==> src/bsf_pkg.sv <==
package bsf_pkg;

    // data path and memory sizes
    localparam int DATA_W       = 8;
    localparam int RF_DEPTH     = 32;
    localparam int IO_DEPTH     = 8;
    localparam int STACK_DEPTH  = 16;

    // wishbone byte addresses
    localparam logic [7:0] ADR_CMD    = 8'h00;
    localparam logic [7:0] ADR_STATUS = 8'h04;
    localparam logic [7:0] ADR_SP     = 8'h08;
    localparam logic [7:0] ADR_STATE  = 8'h0C;

    // command word field positions
    localparam int CMD_OP_LSB  = 0;
    localparam int CMD_BIT_LSB = 5;
    localparam int CMD_REG_LSB = 8;
    localparam int CMD_IO_LSB  = 13;

    // status_register flag positions
    localparam int FLAG_C = 0;
    localparam int FLAG_Z = 1;
    localparam int FLAG_N = 2;
    localparam int FLAG_V = 3;
    localparam int FLAG_S = 4;
    localparam int FLAG_H = 5;
    localparam int FLAG_T = 6;
    localparam int FLAG_I = 7;

    // values after reset
    localparam logic [7:0] STATUS_RESET = 8'h00;
    localparam logic [7:0] SP_RESET     = 8'h0F;

    // execution lengths in clock cycles
    localparam logic [1:0] CYC_SINGLE = 2'h1;
    localparam logic [1:0] CYC_DOUBLE = 2'h2;

    typedef enum logic [4:0] {
        OP_NO_OPERATION,
        OP_STACK_PUSH,
        OP_STACK_POP,
        OP_IO_BIT_SET_INSTR,
        OP_IO_BIT_CLEAR_INSTR,
        OP_LOGICAL_LEFT_SHIFT,
        OP_LOGICAL_RIGHT_SHIFT,
        OP_ROTATE_LEFT_CARRY,
        OP_ROTATE_RIGHT_CARRY,
        OP_ARITH_RIGHT_SHIFT,
        OP_NIBBLE_SWAP,
        OP_BIT_TO_TRANSFER_FLAG,
        OP_TRANSFER_FLAG_TO_BIT,
        OP_CARRY_FLAG_SET,
        OP_CARRY_FLAG_CLEAR,
        OP_NEGATIVE_FLAG_SET,
        OP_NEGATIVE_FLAG_CLEAR,
        OP_ZERO_FLAG_SET,
        OP_ZERO_FLAG_CLEAR,
        OP_OVERFLOW_FLAG_SET,
        OP_OVERFLOW_FLAG_CLEAR,
        OP_SIGN_FLAG_SET,
        OP_SIGN_FLAG_CLEAR,
        OP_TRANSFER_FLAG_SET,
        OP_TRANSFER_FLAG_CLEAR,
        OP_IRQ_ENABLE,
        OP_IRQ_DISABLE,
        OP_SLEEP_INSTR,
        OP_WATCHDOG_RESTART_INSTR
    } bsf_op_e;

    typedef enum {ST_IDLE, ST_EXEC} bsf_state_e;

    // stack and i/o bit operations take two cycles, all else one
    function automatic logic [1:0] op_cycles(input bsf_op_e op);
        return (op inside {OP_STACK_PUSH, OP_STACK_POP, OP_IO_BIT_SET_INSTR,
                           OP_IO_BIT_CLEAR_INSTR}) ? CYC_DOUBLE : CYC_SINGLE;
    endfunction

    function automatic logic op_is_shift(input bsf_op_e op);
        return op inside {OP_LOGICAL_LEFT_SHIFT, OP_LOGICAL_RIGHT_SHIFT,
                          OP_ROTATE_LEFT_CARRY, OP_ROTATE_RIGHT_CARRY,
                          OP_ARITH_RIGHT_SHIFT};
    endfunction

    // register file window 0x80..0xFC, i/o window 0x40..0x5C
    function automatic logic adr_is_rf(input logic [7:0] adr);
        return adr[7] && (adr[1:0] == 2'h0);
    endfunction

    function automatic logic adr_is_io(input logic [7:0] adr);
        return (adr[7:5] == 3'h2) && (adr[1:0] == 2'h0);
    endfunction

endpackage

==> src/bsf_shift_unit.sv <==
`timescale 1ns/100ps
module bsf_shift_unit (
    input  wire logic             i_op_is_swap,
    input  wire bsf_pkg::bsf_op_e i_op,
    input  wire logic [7:0]       i_value,
    input  wire logic             i_carry,
    output logic      [7:0]       o_result,
    output logic                  o_c,
    output logic                  o_z,
    output logic                  o_n,
    output logic                  o_v
);
    import bsf_pkg::*;

    // result and carry per shift kind; flags derive from the result
    always_comb begin
        o_result = i_value;
        o_c      = i_carry;
        unique case (i_op)
            OP_LOGICAL_LEFT_SHIFT: begin
                o_result = {i_value[6:0], 1'b0};
                o_c      = i_value[7];
            end
            OP_LOGICAL_RIGHT_SHIFT: begin
                o_result = {1'b0, i_value[7:1]};
                o_c      = i_value[0];
            end
            OP_ROTATE_LEFT_CARRY: begin
                o_result = {i_value[6:0], i_carry};
                o_c      = i_value[7];
            end
            OP_ROTATE_RIGHT_CARRY: begin
                o_result = {i_carry, i_value[7:1]};
                o_c      = i_value[0];
            end
            OP_ARITH_RIGHT_SHIFT: begin
                o_result = {i_value[7], i_value[7:1]};  // sign stays
                o_c      = i_value[0];
            end
            default: begin
                if (i_op_is_swap) begin
                    o_result = {i_value[3:0], i_value[7:4]};
                end
            end
        endcase
        o_n = o_result[7];
        o_z = (o_result == 8'h00);
        o_v = o_n ^ o_c;  // n xor c after any shift
    end

endmodule

==> src/bsf_regfile.sv <==
`timescale 1ns/100ps
module bsf_regfile #(
    parameter int WIDTH = 8,
    parameter int DEPTH = 32
) (
    input  wire logic                     i_ref_clk,
    input  wire logic                     i_rst,
    input  wire logic [$clog2(DEPTH)-1:0] i_rd_a_idx,
    output logic      [WIDTH-1:0]         o_rd_a_data,
    input  wire logic [$clog2(DEPTH)-1:0] i_rd_b_idx,
    output logic      [WIDTH-1:0]         o_rd_b_data,
    input  wire logic                     i_wr_en,
    input  wire logic [$clog2(DEPTH)-1:0] i_wr_idx,
    input  wire logic [WIDTH-1:0]         i_wr_data
);
    logic [WIDTH-1:0] mem_reg [DEPTH];

    // cleared at reset so the first shift sees a known value
    always_ff @(posedge i_ref_clk or posedge i_rst) begin
        if (i_rst) begin
            for (int i = 0; i < DEPTH; i++) begin
                mem_reg[i] <= '0;
            end
        end else if (i_wr_en) begin
            mem_reg[i_wr_idx] <= i_wr_data;
        end
    end

    // two combinational read ports: execution and bus
    assign o_rd_a_data = mem_reg[i_rd_a_idx];
    assign o_rd_b_data = mem_reg[i_rd_b_idx];

endmodule

==> src/bsf_exec.sv <==
// Notes on behaviour
// - push stores register, two cycles, flags kept
// - pop loads register, two cycles, flags kept
// - i/o bit set, two cycles, rest kept
// - i/o bit clear, two cycles, rest kept
// - left shift, zero in, zcnv, one cycle
// - right shift, zero in, zcnv, one cycle
// - rotate left via carry, zcnv, one cycle
// - rotate right via carry, zcnv, one cycle
// - arithmetic right shift keeps sign, one cycle
// - register bit to transfer flag only
// - transfer flag to register bit, no flags
// - overflow flag set or clear only
// - sign flag set, one cycle, others kept
// - sign flag clear, others kept
// - sleep: one cycle, flags kept, request out
// - watchdog restart: one cycle, pulse out
//
// Our own choices: the Wishbone interface to the registers and the register addresses.
`timescale 1ns/100ps
module bsf_exec #(
    parameter int STACK_DEPTH = bsf_pkg::STACK_DEPTH
) (
    input  wire logic        i_ref_clk,
    input  wire logic        i_rst,
    input  wire logic        i_wb_cyc,
    input  wire logic        i_wb_stb,
    input  wire logic        i_wb_we,
    input  wire logic [7:0]  i_wb_adr,
    input  wire logic [3:0]  i_wb_sel,
    input  wire logic [31:0] i_wb_dat,
    output logic      [31:0] o_wb_dat,
    output logic             o_wb_ack,
    output logic             o_busy,
    output logic             o_sleep_req,
    output logic             o_wdt_restart
);
    import bsf_pkg::*;

    localparam int SW = $clog2(STACK_DEPTH);

    bsf_state_e  state_reg;
    logic [1:0]  cnt_reg;
    bsf_op_e     op_reg;
    logic [2:0]  bit_reg;
    logic [4:0]  rd_reg;
    logic [2:0]  io_reg;
    logic [7:0]  status_reg;
    logic [7:0]  status_next;
    logic [7:0]  sp_reg;
    logic [7:0]  io_bank [IO_DEPTH];
    logic [7:0]  stack_mem [STACK_DEPTH];
    logic        ack_reg;
    logic [31:0] dat_reg;
    logic        sleep_reg;
    logic        wdt_reg;

    logic        bus_take;
    logic        bus_wr;
    logic        idle;
    logic        cmd_take;
    bsf_op_e     cmd_op_in;
    logic        done;
    logic [7:0]  rf_a;
    logic [7:0]  rf_b;
    logic        rf_wr_en;
    logic [4:0]  rf_wr_idx;
    logic [7:0]  rf_wr_data;
    logic        exec_rf_wr;
    logic [7:0]  sh_result;
    logic        sh_c;
    logic        sh_z;
    logic        sh_n;
    logic        sh_v;
    logic [SW-1:0] pop_idx;
    logic [7:0]  bld_value;

    // request decode; one access per ack, ack drops the cycle after
    assign bus_take  = i_wb_cyc && i_wb_stb && !ack_reg;
    assign bus_wr    = bus_take && i_wb_we;
    assign idle      = (state_reg == ST_IDLE);
    assign cmd_op_in = bsf_op_e'(i_wb_dat[CMD_OP_LSB +: 5]);
    // a command written while busy is dropped, not queued
    assign cmd_take  = bus_wr && idle && (i_wb_adr == ADR_CMD) && (i_wb_sel[1:0] == 2'h3);
    assign done      = (state_reg == ST_EXEC) && (cnt_reg == 2'h0);
    assign o_busy    = !idle;
    assign o_wb_ack  = ack_reg;
    assign o_wb_dat  = dat_reg;
    assign o_sleep_req   = sleep_reg;
    assign o_wdt_restart = wdt_reg;
    assign pop_idx   = SW'(sp_reg + 8'h01);
    assign bld_value = rf_a & ~(8'h01 << bit_reg) | ({7'h00, status_reg[FLAG_T]} << bit_reg);

    bsf_regfile #(
        .WIDTH (DATA_W),
        .DEPTH (RF_DEPTH)
    ) u_regfile (
        .i_ref_clk   (i_ref_clk),
        .i_rst       (i_rst),
        .i_rd_a_idx  (rd_reg),
        .o_rd_a_data (rf_a),
        .i_rd_b_idx  (i_wb_adr[6:2]),
        .o_rd_b_data (rf_b),
        .i_wr_en     (rf_wr_en),
        .i_wr_idx    (rf_wr_idx),
        .i_wr_data   (rf_wr_data)
    );

    bsf_shift_unit u_shift (
        .i_op_is_swap (op_reg == OP_NIBBLE_SWAP),
        .i_op         (op_reg),
        .i_value      (rf_a),
        .i_carry      (status_reg[FLAG_C]),
        .o_result     (sh_result),
        .o_c          (sh_c),
        .o_z          (sh_z),
        .o_n          (sh_n),
        .o_v          (sh_v)
    );

    // bus ack and read data, registered
    always_ff @(posedge i_ref_clk or posedge i_rst) begin
        if (i_rst) begin
            ack_reg <= 1'b0;
            dat_reg <= 32'h0000_0000;
        end else begin
            ack_reg <= bus_take;
            if (bus_take && !i_wb_we) begin
                if (adr_is_rf(i_wb_adr)) begin
                    dat_reg <= {24'h00_0000, rf_b};
                end else if (adr_is_io(i_wb_adr)) begin
                    dat_reg <= {24'h00_0000, io_bank[i_wb_adr[4:2]]};
                end else begin
                    unique case (i_wb_adr)
                        ADR_CMD:    dat_reg <= {16'h0000, io_reg, rd_reg, bit_reg, op_reg};
                        ADR_STATUS: dat_reg <= {24'h00_0000, status_reg};
                        ADR_SP:     dat_reg <= {24'h00_0000, sp_reg};
                        ADR_STATE:  dat_reg <= {31'h0000_0000, o_busy};
                        default:    dat_reg <= 32'h0000_0000;  // unmapped reads zero
                    endcase
                end
            end
        end
    end

    // command capture and cycle counting
    always_ff @(posedge i_ref_clk or posedge i_rst) begin
        if (i_rst) begin
            state_reg <= ST_IDLE;
            cnt_reg   <= 2'h0;
            op_reg    <= OP_NO_OPERATION;
            bit_reg   <= 3'h0;
            rd_reg    <= 5'h00;
            io_reg    <= 3'h0;
        end else if (cmd_take) begin
            state_reg <= ST_EXEC;
            cnt_reg   <= op_cycles(cmd_op_in) - 2'h1;
            op_reg    <= cmd_op_in;
            bit_reg   <= i_wb_dat[CMD_BIT_LSB +: 3];
            rd_reg    <= i_wb_dat[CMD_REG_LSB +: 5];
            io_reg    <= i_wb_dat[CMD_IO_LSB +: 3];
        end else if (done) begin
            state_reg <= ST_IDLE;
        end else if (!idle) begin
            cnt_reg <= cnt_reg - 2'h1;
        end
    end

    // register file write: execution result or bus when idle
    always_comb begin
        exec_rf_wr = done && (op_is_shift(op_reg) || op_reg inside
                     {OP_NIBBLE_SWAP, OP_TRANSFER_FLAG_TO_BIT, OP_STACK_POP});
        rf_wr_en   = exec_rf_wr || (bus_wr && idle && adr_is_rf(i_wb_adr) && i_wb_sel[0]);
        rf_wr_idx  = exec_rf_wr ? rd_reg : i_wb_adr[6:2];
        rf_wr_data = i_wb_dat[7:0];
        if (exec_rf_wr) begin
            if (op_reg == OP_STACK_POP) begin
                rf_wr_data = stack_mem[pop_idx];
            end else if (op_reg == OP_TRANSFER_FLAG_TO_BIT) begin
                rf_wr_data = bld_value;
            end else begin
                rf_wr_data = sh_result;
            end
        end
    end

    // status flags; bus writes only while idle so no overlap with done
    always_comb begin
        status_next = status_reg;
        if (bus_wr && idle && (i_wb_adr == ADR_STATUS) && i_wb_sel[0]) begin
            status_next = i_wb_dat[7:0];
        end else if (done) begin
            if (op_is_shift(op_reg)) begin
                status_next[FLAG_C] = sh_c;
                status_next[FLAG_Z] = sh_z;
                status_next[FLAG_N] = sh_n;
                status_next[FLAG_V] = sh_v;
            end
            unique case (op_reg)
                OP_BIT_TO_TRANSFER_FLAG: status_next[FLAG_T] = rf_a[bit_reg];
                OP_CARRY_FLAG_SET:       status_next[FLAG_C] = 1'b1;
                OP_CARRY_FLAG_CLEAR:     status_next[FLAG_C] = 1'b0;
                OP_NEGATIVE_FLAG_SET:    status_next[FLAG_N] = 1'b1;
                OP_NEGATIVE_FLAG_CLEAR:  status_next[FLAG_N] = 1'b0;
                OP_ZERO_FLAG_SET:        status_next[FLAG_Z] = 1'b1;
                OP_ZERO_FLAG_CLEAR:      status_next[FLAG_Z] = 1'b0;
                OP_OVERFLOW_FLAG_SET:    status_next[FLAG_V] = 1'b1;
                OP_OVERFLOW_FLAG_CLEAR:  status_next[FLAG_V] = 1'b0;
                OP_SIGN_FLAG_SET:        status_next[FLAG_S] = 1'b1;
                OP_SIGN_FLAG_CLEAR:      status_next[FLAG_S] = 1'b0;
                OP_TRANSFER_FLAG_SET:    status_next[FLAG_T] = 1'b1;
                OP_TRANSFER_FLAG_CLEAR:  status_next[FLAG_T] = 1'b0;
                OP_IRQ_ENABLE:           status_next[FLAG_I] = 1'b1;
                OP_IRQ_DISABLE:          status_next[FLAG_I] = 1'b0;
                default: ;  // push, pop, i/o bits, swap, sleep, restart, nop
            endcase
        end
    end

    always_ff @(posedge i_ref_clk or posedge i_rst) begin
        if (i_rst) begin
            status_reg <= STATUS_RESET;
        end else begin
            status_reg <= status_next;
        end
    end

    // stack pointer: push writes then decrements, pop increments
    always_ff @(posedge i_ref_clk or posedge i_rst) begin
        if (i_rst) begin
            sp_reg <= SP_RESET;
        end else if (bus_wr && idle && (i_wb_adr == ADR_SP) && i_wb_sel[0]) begin
            sp_reg <= i_wb_dat[7:0];
        end else if (done && op_reg == OP_STACK_PUSH) begin
            sp_reg <= sp_reg - 8'h01;
        end else if (done && op_reg == OP_STACK_POP) begin
            sp_reg <= sp_reg + 8'h01;
        end
    end

    // stack storage, no reset; wraps inside its depth
    always_ff @(posedge i_ref_clk) begin
        if (done && op_reg == OP_STACK_PUSH) begin
            stack_mem[SW'(sp_reg)] <= rf_a;
        end
    end

    // i/o bank: bus writes whole byte, bit instructions touch one bit
    always_ff @(posedge i_ref_clk or posedge i_rst) begin
        if (i_rst) begin
            for (int i = 0; i < IO_DEPTH; i++) begin
                io_bank[i] <= 8'h00;
            end
        end else if (bus_wr && idle && adr_is_io(i_wb_adr) && i_wb_sel[0]) begin
            io_bank[i_wb_adr[4:2]] <= i_wb_dat[7:0];
        end else if (done && op_reg == OP_IO_BIT_SET_INSTR) begin
            io_bank[io_reg][bit_reg] <= 1'b1;
        end else if (done && op_reg == OP_IO_BIT_CLEAR_INSTR) begin
            io_bank[io_reg][bit_reg] <= 1'b0;
        end
    end

    // one-cycle pulses to the sleep and watchdog logic
    always_ff @(posedge i_ref_clk or posedge i_rst) begin
        if (i_rst) begin
            sleep_reg <= 1'b0;
            wdt_reg   <= 1'b0;
        end else begin
            sleep_reg <= done && (op_reg == OP_SLEEP_INSTR);
            wdt_reg   <= done && (op_reg == OP_WATCHDOG_RESTART_INSTR);
        end
    end

    push_two_cycles_a: assert property (
        @(posedge i_ref_clk) disable iff (i_rst)
        cmd_take && cmd_op_in == OP_STACK_PUSH |=> o_busy ##1 o_busy ##1
        (!o_busy && sp_reg == $past(sp_reg, 3) - 8'h01 && status_reg == $past(status_reg, 3)))
        else $error("push did not finish in two cycles");

    pop_two_cycles_a: assert property (
        @(posedge i_ref_clk) disable iff (i_rst)
        cmd_take && cmd_op_in == OP_STACK_POP |=> o_busy ##1 (o_busy && rf_wr_en) ##1
        (!o_busy && sp_reg == $past(sp_reg, 3) + 8'h01 && status_reg == $past(status_reg, 3)))
        else $error("pop did not finish in two cycles");

    io_bit_set_a: assert property (
        @(posedge i_ref_clk) disable iff (i_rst)
        done && op_reg == OP_IO_BIT_SET_INSTR |=> io_bank[io_reg][bit_reg] == 1'b1
        && status_reg == $past(status_reg))
        else $error("i/o bit not set");

    io_bit_clear_a: assert property (
        @(posedge i_ref_clk) disable iff (i_rst)
        done && op_reg == OP_IO_BIT_CLEAR_INSTR |=> io_bank[io_reg][bit_reg] == 1'b0)
        else $error("i/o bit not cleared");

    single_cycle_op_a: assert property (
        @(posedge i_ref_clk) disable iff (i_rst)
        cmd_take && op_cycles(cmd_op_in) == CYC_SINGLE |=> o_busy ##1 !o_busy)
        else $error("single cycle instruction held busy");

    left_shift_carry_a: assert property (
        @(posedge i_ref_clk) disable iff (i_rst)
        done && op_reg == OP_LOGICAL_LEFT_SHIFT |=> status_reg[FLAG_C] == $past(rf_a[7])
        && rf_a == {$past(rf_a[6:0]), 1'b0})
        else $error("left shift result or carry wrong");

    rotate_right_carry_a: assert property (
        @(posedge i_ref_clk) disable iff (i_rst)
        done && op_reg == OP_ROTATE_RIGHT_CARRY |=> status_reg[FLAG_C] == $past(rf_a[0])
        && rf_a[7] == $past(status_reg[FLAG_C]))
        else $error("rotate right through carry wrong");

    bit_store_flag_a: assert property (
        @(posedge i_ref_clk) disable iff (i_rst)
        done && op_reg == OP_BIT_TO_TRANSFER_FLAG |=> status_reg[FLAG_T] == $past(rf_a[bit_reg])
        && status_reg[5:0] == $past(status_reg[5:0]))
        else $error("transfer flag store wrong");

    overflow_set_a: assert property (
        @(posedge i_ref_clk) disable iff (i_rst)
        done && op_reg == OP_OVERFLOW_FLAG_SET |=> status_reg == ($past(status_reg) | 8'h08))
        else $error("overflow set touched other flags");

    watchdog_pulse_a: assert property (
        @(posedge i_ref_clk) disable iff (i_rst)
        cmd_take && cmd_op_in == OP_WATCHDOG_RESTART_INSTR |=>
        ##1 o_wdt_restart ##1 !o_wdt_restart)
        else $error("watchdog restart pulse wrong");

    sleep_pulse_a: assert property (
        @(posedge i_ref_clk) disable iff (i_rst)
        cmd_take && cmd_op_in == OP_SLEEP_INSTR |=>
        ##1 (o_sleep_req && status_reg == $past(status_reg, 2)) ##1 !o_sleep_req)
        else $error("sleep request pulse wrong");

    nibble_swap_a: assert property (
        @(posedge i_ref_clk) disable iff (i_rst)
        done && op_reg == OP_NIBBLE_SWAP |=> rf_a == {$past(rf_a[3:0]), $past(rf_a[7:4])}
        && status_reg == $past(status_reg))
        else $error("nibble swap wrong or flags moved");

    transfer_load_a: assert property (
        @(posedge i_ref_clk) disable iff (i_rst)
        done && op_reg == OP_TRANSFER_FLAG_TO_BIT |=> rf_a[bit_reg] == status_reg[FLAG_T]
        && (rf_a & ~(8'h01 << bit_reg)) == ($past(rf_a) & ~(8'h01 << bit_reg))
        && status_reg == $past(status_reg))
        else $error("transfer flag load wrong");

    sign_set_a: assert property (
        @(posedge i_ref_clk) disable iff (i_rst)
        done && op_reg == OP_SIGN_FLAG_SET |=> status_reg == ($past(status_reg) | 8'h10))
        else $error("sign set touched other flags");

endmodule

==> config.mk <==
export PLATFORM = sky130hd
export DESIGN_NAME = bsf_exec
export DESIGN_NICKNAME = d
export VERILOG_FILES = /design/src/bsf_pkg.sv /design/src/bsf_shift_unit.sv /design/src/bsf_regfile.sv /design/src/bsf_exec.sv
export SDC_FILE = /design/constraint.sdc
export NUM_CORES = 1
export LEC_CHECK = 0
export BUFFER_PORTS_ARGS = -buffer_cell sky130_fd_sc_hd__clkbuf_2
export CAP_MARGIN = 20
export CORE_MARGIN = 1
export CORE_UTILIZATION = 38
export CTS_CLUSTER_DIAMETER = 100
export CTS_CLUSTER_SIZE = 25
export DETAILED_ROUTE_END_ITERATION = 6
export MAX_ROUTING_LAYER = met4
export PLACE_DENSITY_LB_ADDON = 0.1
export SYNTH_ARGS = -nofsm -noshare
export SYNTH_HDL_FRONTEND = slang
export SYNTH_HIERARCHICAL = 1
export SYNTH_SLANG_ARGS = --single-unit
==> constraint.sdc <==
create_clock -name i_ref_clk -period 16.4 [get_ports i_ref_clk]
set_clock_uncertainty 0.1 [all_clocks]
set_input_delay 1.64 -clock i_ref_clk [delete_from_list [all_inputs] [get_ports i_ref_clk]]
set_output_delay 1.64 -clock i_ref_clk [all_outputs]
set_load 0.01 [all_outputs]
Word-level counts from Yosys, hierarchy flattened. Memories as Yosys holds them, arrays and structs flattened. Index checks and enable logic that the tools add are counted.

Add/sub/neg operators: 4. $mul: 0. Div/mod/pow operators: 0. Magnitude comparators: 10. Equality and inequality tests: 40. Shift operators: 2. Mux-type cells: 57. Bitwise logic cells: 12. Reductions and logical operators: 63.

Operators with widths (number): bitwise mux 256 bit (1); two-way mux 64 bit (3); two-way mux 8 bit (16); binary-select mux 8 bit (select 5 bit) (2); == test 5 bit, second input constant (13); AND 64 bit (1); bitwise mux 64 bit (1); two-way mux 32 bit (2); NOT 64 bit (1); bitwise OR 64 bit (1); case mux 16 bit (4 select lines) (1); demux 8 bit (select 3 bit) (2); demux 8 bit (select 5 bit) (1); == test 5 x 4 -> 1 bit, second input constant (8); case mux 8 bit (5 select lines) (1); == test 32 x 2 -> 1 bit, second input constant (1); zero test 32 bit (1); two-way mux 16 bit (2); logical AND 1 bit (29); == test 5 x 3 -> 1 bit, second input constant (5); binary-select mux 8 bit (select 3 bit) (1); nonzero test 4 bit (6); == test 5 x 2 -> 1 bit, second input constant (4); >= comparator 6 bit, second input constant (3); other kinds (41) (82).

Bits in registers: 421. Latch bits: 0. Bits in writable memories: 128. ROM bits: 0. Bits of input ports: 49. Output and inout port bits: 36. Word-level logic and storage cells: 248. Memories kept: 1.

Memory list: stack_mem (depth 16, bits a word 8, rd ports 1, clocked after Yosys merged registers in 0, wr ports 1, RTL line bsf_exec.sv:52) `logic [7:0] stack_mem [STACK_DEPTH];`.

Longest topological paths before layout. Gate-level depths: netlist of the first run.

Depth after elaboration: 11. Gate-level depth with buffers: 16. Gate-level depth less buffers: 12.

By module. The synthesis of the first run kept the hierarchy.

Modules (own cells, without submodules): bsf_regfile (instances 1, cells each 807, area an instance 13656.8 µm², sequential area each 6406.1 µm²); bsf_exec (instances 1, cells each 1114, area an instance 12742.2 µm², sequential area each 6801.5 µm²); bsf_shift_unit (instances 1, cells each 45, area an instance 375.4 µm², sequential area each 0.0 µm²).

Worst setup path before layout of the first run. OpenSTA, ideal clock, no wires.

Kind: register -> register. Start point: register rd_reg[2]. End point: register status_reg[1]. Library setup time: 0.083 ns. Arrival time: 3.873 ns. Required time: 16.217 ns. Slack: 12.345 ns. Cell stages (with the launch flop): 15. Buffers on the path: 3. Clock period less this slack: 4.055 ns. Path through: dfrtp_1 -> buf_2 -> buf_4 -> buf_2 -> mux4_2 -> mux4_2 -> mux2_2 -> mux2_1 -> a221o_1 -> or4_1 -> nor4_2 -> a31oi_1 -> o21ai_0 -> mux2i_1 -> o21ai_0.

Cells in the longest elaborated chain, start to end: 11.

Ends and longest elaborated chain: start, declared (RTL line bsf_exec.sv:46) `logic [4:0] rd_reg;`; start signal, assigned (RTL line bsf_exec.sv:160) `rd_reg <= i_wb_dat[CMD_REG_LSB +: 5];`; NOT 5 -> 6 bit (not written as such) (RTL line bsf_regfile.sv:30) `assign o_rd_a_data = mem_reg[i_rd_a_idx];`; binary-select mux 8 bit (select 5 bit) (RTL line bsf_regfile.sv:30); two-way mux 8 bit (not written as such) (2 in series) (RTL line bsf_regfile.sv:30); via rf_a[2] (RTL line bsf_exec.sv:64) `logic [7:0] rf_a;`; two-way mux 8 bit (RTL line bsf_shift_unit.sv:41) `if (i_op_is_swap) begin`; case mux 8 bit (5 select lines) (RTL line bsf_shift_unit.sv:19) `unique case (i_op)`; via sh_result[6] (RTL line bsf_exec.sv:70) `logic [7:0] sh_result;`; zero test 8 bit (RTL line bsf_shift_unit.sv:47) `o_z = (o_result == 8'h00);`; via sh_z (RTL line bsf_exec.sv:72) `logic sh_z;`; two-way mux 4 bit (RTL line bsf_exec.sv:193) `if (op_is_shift(op_reg)) begin`; case mux 1 bit (2 select lines) (RTL line bsf_exec.sv:199) `unique case (op_reg)`; two-way mux 5 bit (RTL line bsf_exec.sv:192) `end else if (done) begin`; two-way mux 5 bit (RTL line bsf_exec.sv:190) `if (bus_wr && idle && (i_wb_adr == ADR_STATUS) && i_wb_sel[0]) begin`; end signal, assigned (RTL line bsf_exec.sv:224) `status_reg <= status_next;`; end, declared (RTL line bsf_exec.sv:48) `logic [7:0] status_reg;`.

The timed path passes the listed nets, and every way through them passes these cells. The select of a mux whose other input is x is not followed. A chain may end at the register's enable or synchronous reset.

Worst setup path after layout of the first run.
Start point: register rd_reg[1]. End point: register u_regfile/mem_reg[138] (netlist bit).

Cells in the longest elaborated chain, start to end: 10. Elaborated cells on any way between the ends: 19. Classes of those cells: 2 x order compare; 12 x mux; 4 x bitwise; 1 x reduce/logical.

Ends and longest elaborated chain: NOT 5 -> 6 bit (not written as such) (RTL line bsf_regfile.sv:30); binary-select mux 8 bit (select 5 bit) (RTL line bsf_regfile.sv:30); two-way mux 8 bit (not written as such) (2 in series) (RTL line bsf_regfile.sv:30); via rf_a[6] (RTL line bsf_exec.sv:64); two-way mux 8 bit (RTL line bsf_shift_unit.sv:41); case mux 8 bit (5 select lines) (RTL line bsf_shift_unit.sv:19); via sh_result[2] (RTL line bsf_exec.sv:70); two-way mux 8 bit (RTL line bsf_exec.sv:179) `end else if (op_reg == OP_TRANSFER_FLAG_TO_BIT) begin`; two-way mux 8 bit (RTL line bsf_exec.sv:177) `if (op_reg == OP_STACK_POP) begin`; two-way mux 8 bit (RTL line bsf_exec.sv:176) `if (exec_rf_wr) begin`; via rf_wr_data[2] (RTL line bsf_exec.sv:68) `logic [7:0] rf_wr_data;`; bitwise mux 256 bit (RTL line bsf_regfile.sv:25) `mem_reg[i_wr_idx] <= i_wr_data;`; end signal, assigned by index (RTL line bsf_regfile.sv:25); end, declared (RTL line bsf_regfile.sv:16) `logic [WIDTH-1:0] mem_reg [DEPTH];`.

The timed path passes the listed nets, and every way through them passes these cells. The select of a mux whose other input is x is not followed.

==> impl_metrics.env, run 1 <==
export IMPL_port_buffers=50
export IMPL_period_share=0.343
export IMPL_start_util=0.387
export IMPL_synth_top_flop_cell="dfrtp_1"
export IMPL_crit_path_start_kind="register"
export IMPL_area_growth_pct=8.04
export IMPL_yosys_top_cells_area="dfrtp_1, mux4_2, edfxtp_1"
export IMPL_hold_depth=2
export IMPL_cpPeakStageDelay_ns=1.00
export IMPL_hold_viol=0
export IMPL_cts_htree_levels=1
export IMPL_slew_viol_final=0
export IMPL_intPower_mw=1.68
export IMPL_cts_max_path_buffers=3
export IMPL_wl_um=80200
export IMPL_avgViaCountPerCell=6.05
export IMPL_synth_common_cells="dfrtp_1, mux2_2, mux4_2"
export IMPL_cts_tree="yes"
export IMPL_max_slew_margin=0.220
export IMPL_worst_pin_slew_ns=1.16
export IMPL_remaining_drc_errors=0
export IMPL_worstRegToRegCells=11
export IMPL_drive_gt1_frac=0.358
export IMPL_setup_ws_ns=10.77
export IMPL_pre_cts_slack_ns=10.57
export IMPL_post_route_min_period_ns=5.63
export IMPL_netlist_area_sq_um=26800
export IMPL_switching_power_mw=0.573
export IMPL_crit_slowest_cell="dfrtp_4"
export IMPL_dieArea_sq_um=71500
export IMPL_cts_made_buffers=29
export IMPL_layout_nets=1993
export IMPL_drtPass1Iterations=7
export IMPL_hold_path_class="register to register"
export IMPL_crit_family="multiplexers"
export IMPL_arrival_ns=6.02
export IMPL_synth_seq_cells=502
export IMPL_crit_fanout=40
export IMPL_overflow=0
export IMPL_finalSetupViolCount=0
export IMPL_rows=96
export IMPL_antenna_found_initial=3
export IMPL_synth_area_per_cell_sq_um=13.6
export IMPL_yosysSeqAreaShare=0.493
export IMPL_clkSlewWorstSetupHoldPaths_ns=0.10
export IMPL_die_x_um=267
export IMPL_synthArstFlopShare=0.745
export IMPL_cp_end_kind="register"
export IMPL_timing_rr_start="rd_reg[1]"
export IMPL_critPathBufInv=2
export IMPL_synth_enable_flop_cells=128
export IMPL_p_per_area_nw_per_um2=77.9
export IMPL_syn_inst=1966
export IMPL_hold_buffers=0
export IMPL_grt_pass1_vias=17800
export IMPL_cp_startpoint="rd_reg[1]"
export IMPL_yosysTopAreaCell="dfrtp_1"
export IMPL_yosysMostFrequentCell="dfrtp_1"
export IMPL_p_leak_nw=11.2
export IMPL_num_io_pins=85
export IMPL_track_usage=0.233
export IMPL_fp_dieH_um=267
export IMPL_p_comb_frac=0.057
export IMPL_crit_required_ns=16.79
export IMPL_dpl_hpwl_um=50100
export IMPL_num_vias=17500
export IMPL_worstSetupPathType="register to register"
export IMPL_status="completed"
export IMPL_ir_worst_vdd_v=0.0000715
export IMPL_clock_latency_ns=0.65
export IMPL_cts_root_buf="clkbuf_16"
export IMPL_cts_resized=0
export IMPL_yosysTopAreaCellShare=0.346
export IMPL_maxCapViolations=0
export IMPL_max_freq_mhz=178
export IMPL_core_area_sq_um=69200
export IMPL_grt_max_degree=110
export IMPL_ys_types=78
export IMPL_ant_nets=0
export IMPL_wire_per_inst_um=27.7
export IMPL_rsz0062_at_grt="no"
export IMPL_clkPwrFrac=0.369
export IMPL_p_seq_frac=0.573
export IMPL_fin_tns_setup_ns=0
export IMPL_cts_setup_buffers=0
export IMPL_crit_path_frequent_cell="mux2_2"
export IMPL_place_gp_congestion=0.857
export IMPL_crit_chain="buf_4, mux4_2, mux4_2, mux2_2, mux2_2, a221o_2, a211oi_1, a31oi_1, a22o_1, buf_8, mux2_2"
export IMPL_drt_iter0_drc=1723
export IMPL_cp_depth=11
export IMPL_netSwitchingFraction=0.254
export IMPL_yosysWarnings=6
export IMPL_cts_sinks=502
export IMPL_grt_pass1_wl_um=120000
[placed cells by master, fill, tap and decap left out, types with 23 or more instances in the layout]
master | netlist | routed
a21oi_1 | 88 | 88
buf_4 | 30 | 45
clkbuf_16 | 0 | 29
clkbuf_2 | 0 | 48
dfrtp_1 | 370 | 368
edfxtp_1 | 128 | 128
mux2_2 | 299 | 299
mux2i_1 | 23 | 23
mux4_2 | 211 | 211
nand2_1 | 157 | 157
nor2_1 | 53 | 52
nor2b_1 | 23 | 23
o211ai_1 | 50 | 50
o21ai_0 | 102 | 102
[logic make-up (layout without fill, tap and decap cells)]
kind of cell / count (synthesis) / count (layout) / synth area share
AOI/OAI and AO/OA: 363 / 363 / 0.0861
and+or+nand+nor: 366 / 366 / 0.0696
xor gates and xnor gates: 9 / 9 / 0.00294
muxes: 536 / 536 / 0.313
DFF: 502 / 502 / 0.493
other: 1 / 18 / 0.000140
adders and majority gates: 5 / 5 / 0.00234
buffers and inverters: 184 / 165 / 0.0325
[stage by stage]
stage / power [mW] / hold WS (ns) / cell area, sq um / instances / util
5_1_grt: 2.34 / 0.432 / 28900 / 2894 / 0.418
3_5_place_dp: 1.45 / 0.392 / 27900 / 2834 / 0.403
3_3_place_gp: 1.44 / 0.376 / 27800 / 2830 / 0.402
4_1_cts: 2.28 / 0.412 / 28800 / 2888 / 0.417
6_report: 2.25 / 0.410 / 28900 / 2895 / 0.418
2_1_floorplan: 1.40 / 0.358 / 26800 / 1981 / -
[final timing paths]
check | endpoint | slack, ns
max in group asynchronous | u_regfile/mem_reg[165] | 13.57
min | register | 0.41
max reg2reg | u_regfile/mem_reg[138] | 10.77
min in group asynchronous | rd_reg[0] | 1.03
min reg2reg | register | 0.41
max | u_regfile/mem_reg[138] | 10.77
[layout make-up]
cell class	count	area, sq um
timing repair buffer	102	754
multi-input combinational	1295	12800
clock inverter	18	201
sequential	502	13200
clock buffer	36	762
tap	931	1160
fill	6434	40300
antenna	2	5.00
inverter	9	43.8
[worst min-delay path, cell delays in order, from the launching register on]
cell and delay (ns):
dfrtp_1 0.35, o21ai_0 0.08, nand2_1 0.06
[layer usage]
layer | vias up | wire [um] | track usage
li1 | 7530 | - | -
met2 | 582 | 37700 | 0.359
met1 | 9307 | 36600 | 0.333
met4 | 0 | 1520 | 0.0426
met3 | 99 | 4420 | 0.0311
met5 | - | 0 | -
[power by group through the flow]
stage                     combinational (mW)  clock [mW]  sequential, mW
final                                  0.130       0.832            1.29
after global routing                   0.140       0.901            1.29
after CTS                              0.129       0.861            1.29
after detailed placement               0.129           0            1.32
after global placement                 0.126           0            1.32
after floorplan                       0.0845           0            1.32
Note: power is estimated with default switching activity, not from simulation.
==> run 2, diff against run 1 <==
==> constraint.sdc (replaced) <==
create_clock -name i_ref_clk -period 5 [get_ports i_ref_clk]
set_clock_uncertainty 0.1 [all_clocks]
set_input_delay 0.5 -clock i_ref_clk [delete_from_list [all_inputs] [get_ports i_ref_clk]]
set_output_delay 0.5 -clock i_ref_clk [all_outputs]
set_load 0.01 [all_outputs]
==> impl_metrics.env, run 2 (synthesis results as in run 1) <==
export IMPL_status="completed"
export IMPL_hold_viol=0
export IMPL_avgViaCountPerCell=5.97
export IMPL_place_gp_congestion=0.853
export IMPL_crit_path_start_kind="register"
export IMPL_wire_per_inst_um=27.1
export IMPL_cts_setup_buffers=0
export IMPL_grt_pass1_wl_um=120000
export IMPL_cts_htree_levels=1
export IMPL_rsz0062_at_grt="no"
export IMPL_met2_wirelength_um=37400
export IMPL_port_buffers=50
export IMPL_p_leak_nw=11.4
export IMPL_dpl_hpwl_um=52500
export IMPL_cts_root_buf="clkbuf_16"
export IMPL_num_vias=17500
export IMPL_antennaDiodeCount=0
export IMPL_drive_gt1_frac=0.366
export IMPL_cts_max_path_buffers=3
export IMPL_period_share=0.931
export IMPL_max_slew_margin=0.253
export IMPL_cts_made_buffers=28
export IMPL_area_growth_pct=9.47
export IMPL_r2r_end="u_regfile/mem_reg[136]"
export IMPL_cp_end_kind="register"
export IMPL_place_area_sq_um=28200
export IMPL_fp_dieH_um=267
export IMPL_num_io_pins=85
export IMPL_die_x_um=267
export IMPL_track_usage=0.232
export IMPL_nFillCells=6479
export IMPL_r2r_setup_slack_ns=0.34
export IMPL_holdWs_ns=0.0370
export IMPL_maxCapViolations=0
export IMPL_worstRegToRegCells=13
export IMPL_min_delay_start="i_wb_dat[13]"
export IMPL_fin_area_sq_um=29300
export IMPL_timing_rr_start="rd_reg[1]"
export IMPL_max_freq_mhz=215
export IMPL_layout_nets=2034
export IMPL_post_route_min_period_ns=4.66
export IMPL_ant_nets=0
export IMPL_crit_fanout=32
export IMPL_clock_latency_ns=0.63
export IMPL_cts_tree="yes"
export IMPL_slew_viol_final=0
export IMPL_overflow=0
export IMPL_fin_tns_setup_ns=0
export IMPL_grt_max_degree=100
export IMPL_antenna_found_initial=1
export IMPL_final_cell_mix="dfrtp_1, mux2_2, mux4_2, nand2_1, edfxtp_1"
export IMPL_min_to="io_reg[0]"
export IMPL_wl_met3_um=3860
export IMPL_clkSlewWorstSetupHoldPaths_ns=0.10
export IMPL_arrival_ns=5.05
export IMPL_final_common_cell="dfrtp_1"
export IMPL_hold_depth=2
export IMPL_wl_um=79500
export IMPL_drtPass1Iterations=5
export IMPL_remaining_drc_errors=0
export IMPL_worst_pin_slew_ns=1.11
export IMPL_dieArea_sq_um=71500
export IMPL_maxUsedRoutingLayer="met4"
export IMPL_core_area_sq_um=69200
export IMPL_drt_met1_wl_um=36200
export IMPL_cts_sinks=502
export IMPL_ir_worst_vdd_v=0.000318
export IMPL_start_util=0.387
export IMPL_drt_iter0_drc=1570
export IMPL_crit_required_ns=5.40
export IMPL_hold_path_class="input port to register"
export IMPL_grt_pass1_vias=17900
export IMPL_rows=96
export IMPL_worstSetupPathType="register to register"
export IMPL_finalSetupViolCount=0
export IMPL_p_per_area_nw_per_um2=255
==> run 2: critical path, cell delays in order, from the launching register on <==
cell and delay, ns:
dfrtp_4 0.53, buf_12 0.25, buf_12 0.19, mux4_2 0.50
mux4_2 0.53, mux2_2 0.36, buf_4 0.25, mux2i_1 0.14
o21ai_0 0.15, a211oi_1 0.59, a31oi_1 0.13, a22o_1 0.21
buf_4 0.24, mux2_2 0.31
==> run 2: cell type report <==
class / count / area, sq um / area share
clock inverter: 14 / 226 / 0.00773
sequential: 502 / 13200 / 0.451
timing repair buffer: 144 / 1130 / 0.0386
inverter: 9 / 40.0 / 0.00137
multi-input combinational: 1295 / 12800 / 0.436
tap: 931 / 1160 / 0.0397
clock buffer: 36 / 762 / 0.0260
==> run 2: where the power goes <==
group / total [mW] / internal (mW) / switching [mW]
logic: 0.430 / 0.143 / 0.287
clock network: 2.79 / 1.29 / 1.51
registers: 4.24 / 4.22 / 0.0243
total: 7.46 / 5.65 / 1.82
==> run 2: repair_timing <==
item,in CTS,in global routing
hold endpoints to repair,5,28
gates resized for setup,0,0
hold buffers,5,1
==> run 2: worst max path at each step <==
stage | start | slack [ns] | to
floorplan | rd_reg[2] | 0.94 | status_reg[1]
global placement | rd_reg[1] | 0.36 | u_regfile/mem_reg[85]
detailed placement | rd_reg[1] | 0.44 | u_regfile/mem_reg[207]
CTS | rd_reg[1] | 0.40 | u_regfile/mem_reg[159]
global route | rd_reg[1] | 0.24 | u_regfile/mem_reg[80]
finish | rd_reg[1] | 0.34 | u_regfile/mem_reg[136]
==> run 2: per-layer routing <==
metal  vias to the layer above  track usage
met5                         -            -
met4                         0       0.0593
met3                       102       0.0287
met2                       520        0.360
met1                      9279        0.323
li1                       7598            -
==> run 2: metrics by stage <==
| stage | util | power, mW | setup slack [ns] | instances |
|---|---|---|---|---|
| floorplan | - | 4.60 | 0.945 | 1981 |
| global placement | 0.407 | 4.74 | 0.365 | 2871 |
| detailed placement | 0.407 | 4.75 | 0.442 | 2871 |
| CTS | 0.422 | 7.55 | 0.399 | 2926 |
| global route | 0.424 | 7.71 | 0.239 | 2931 |
| finish | 0.424 | 7.46 | 0.343 | 2931 |
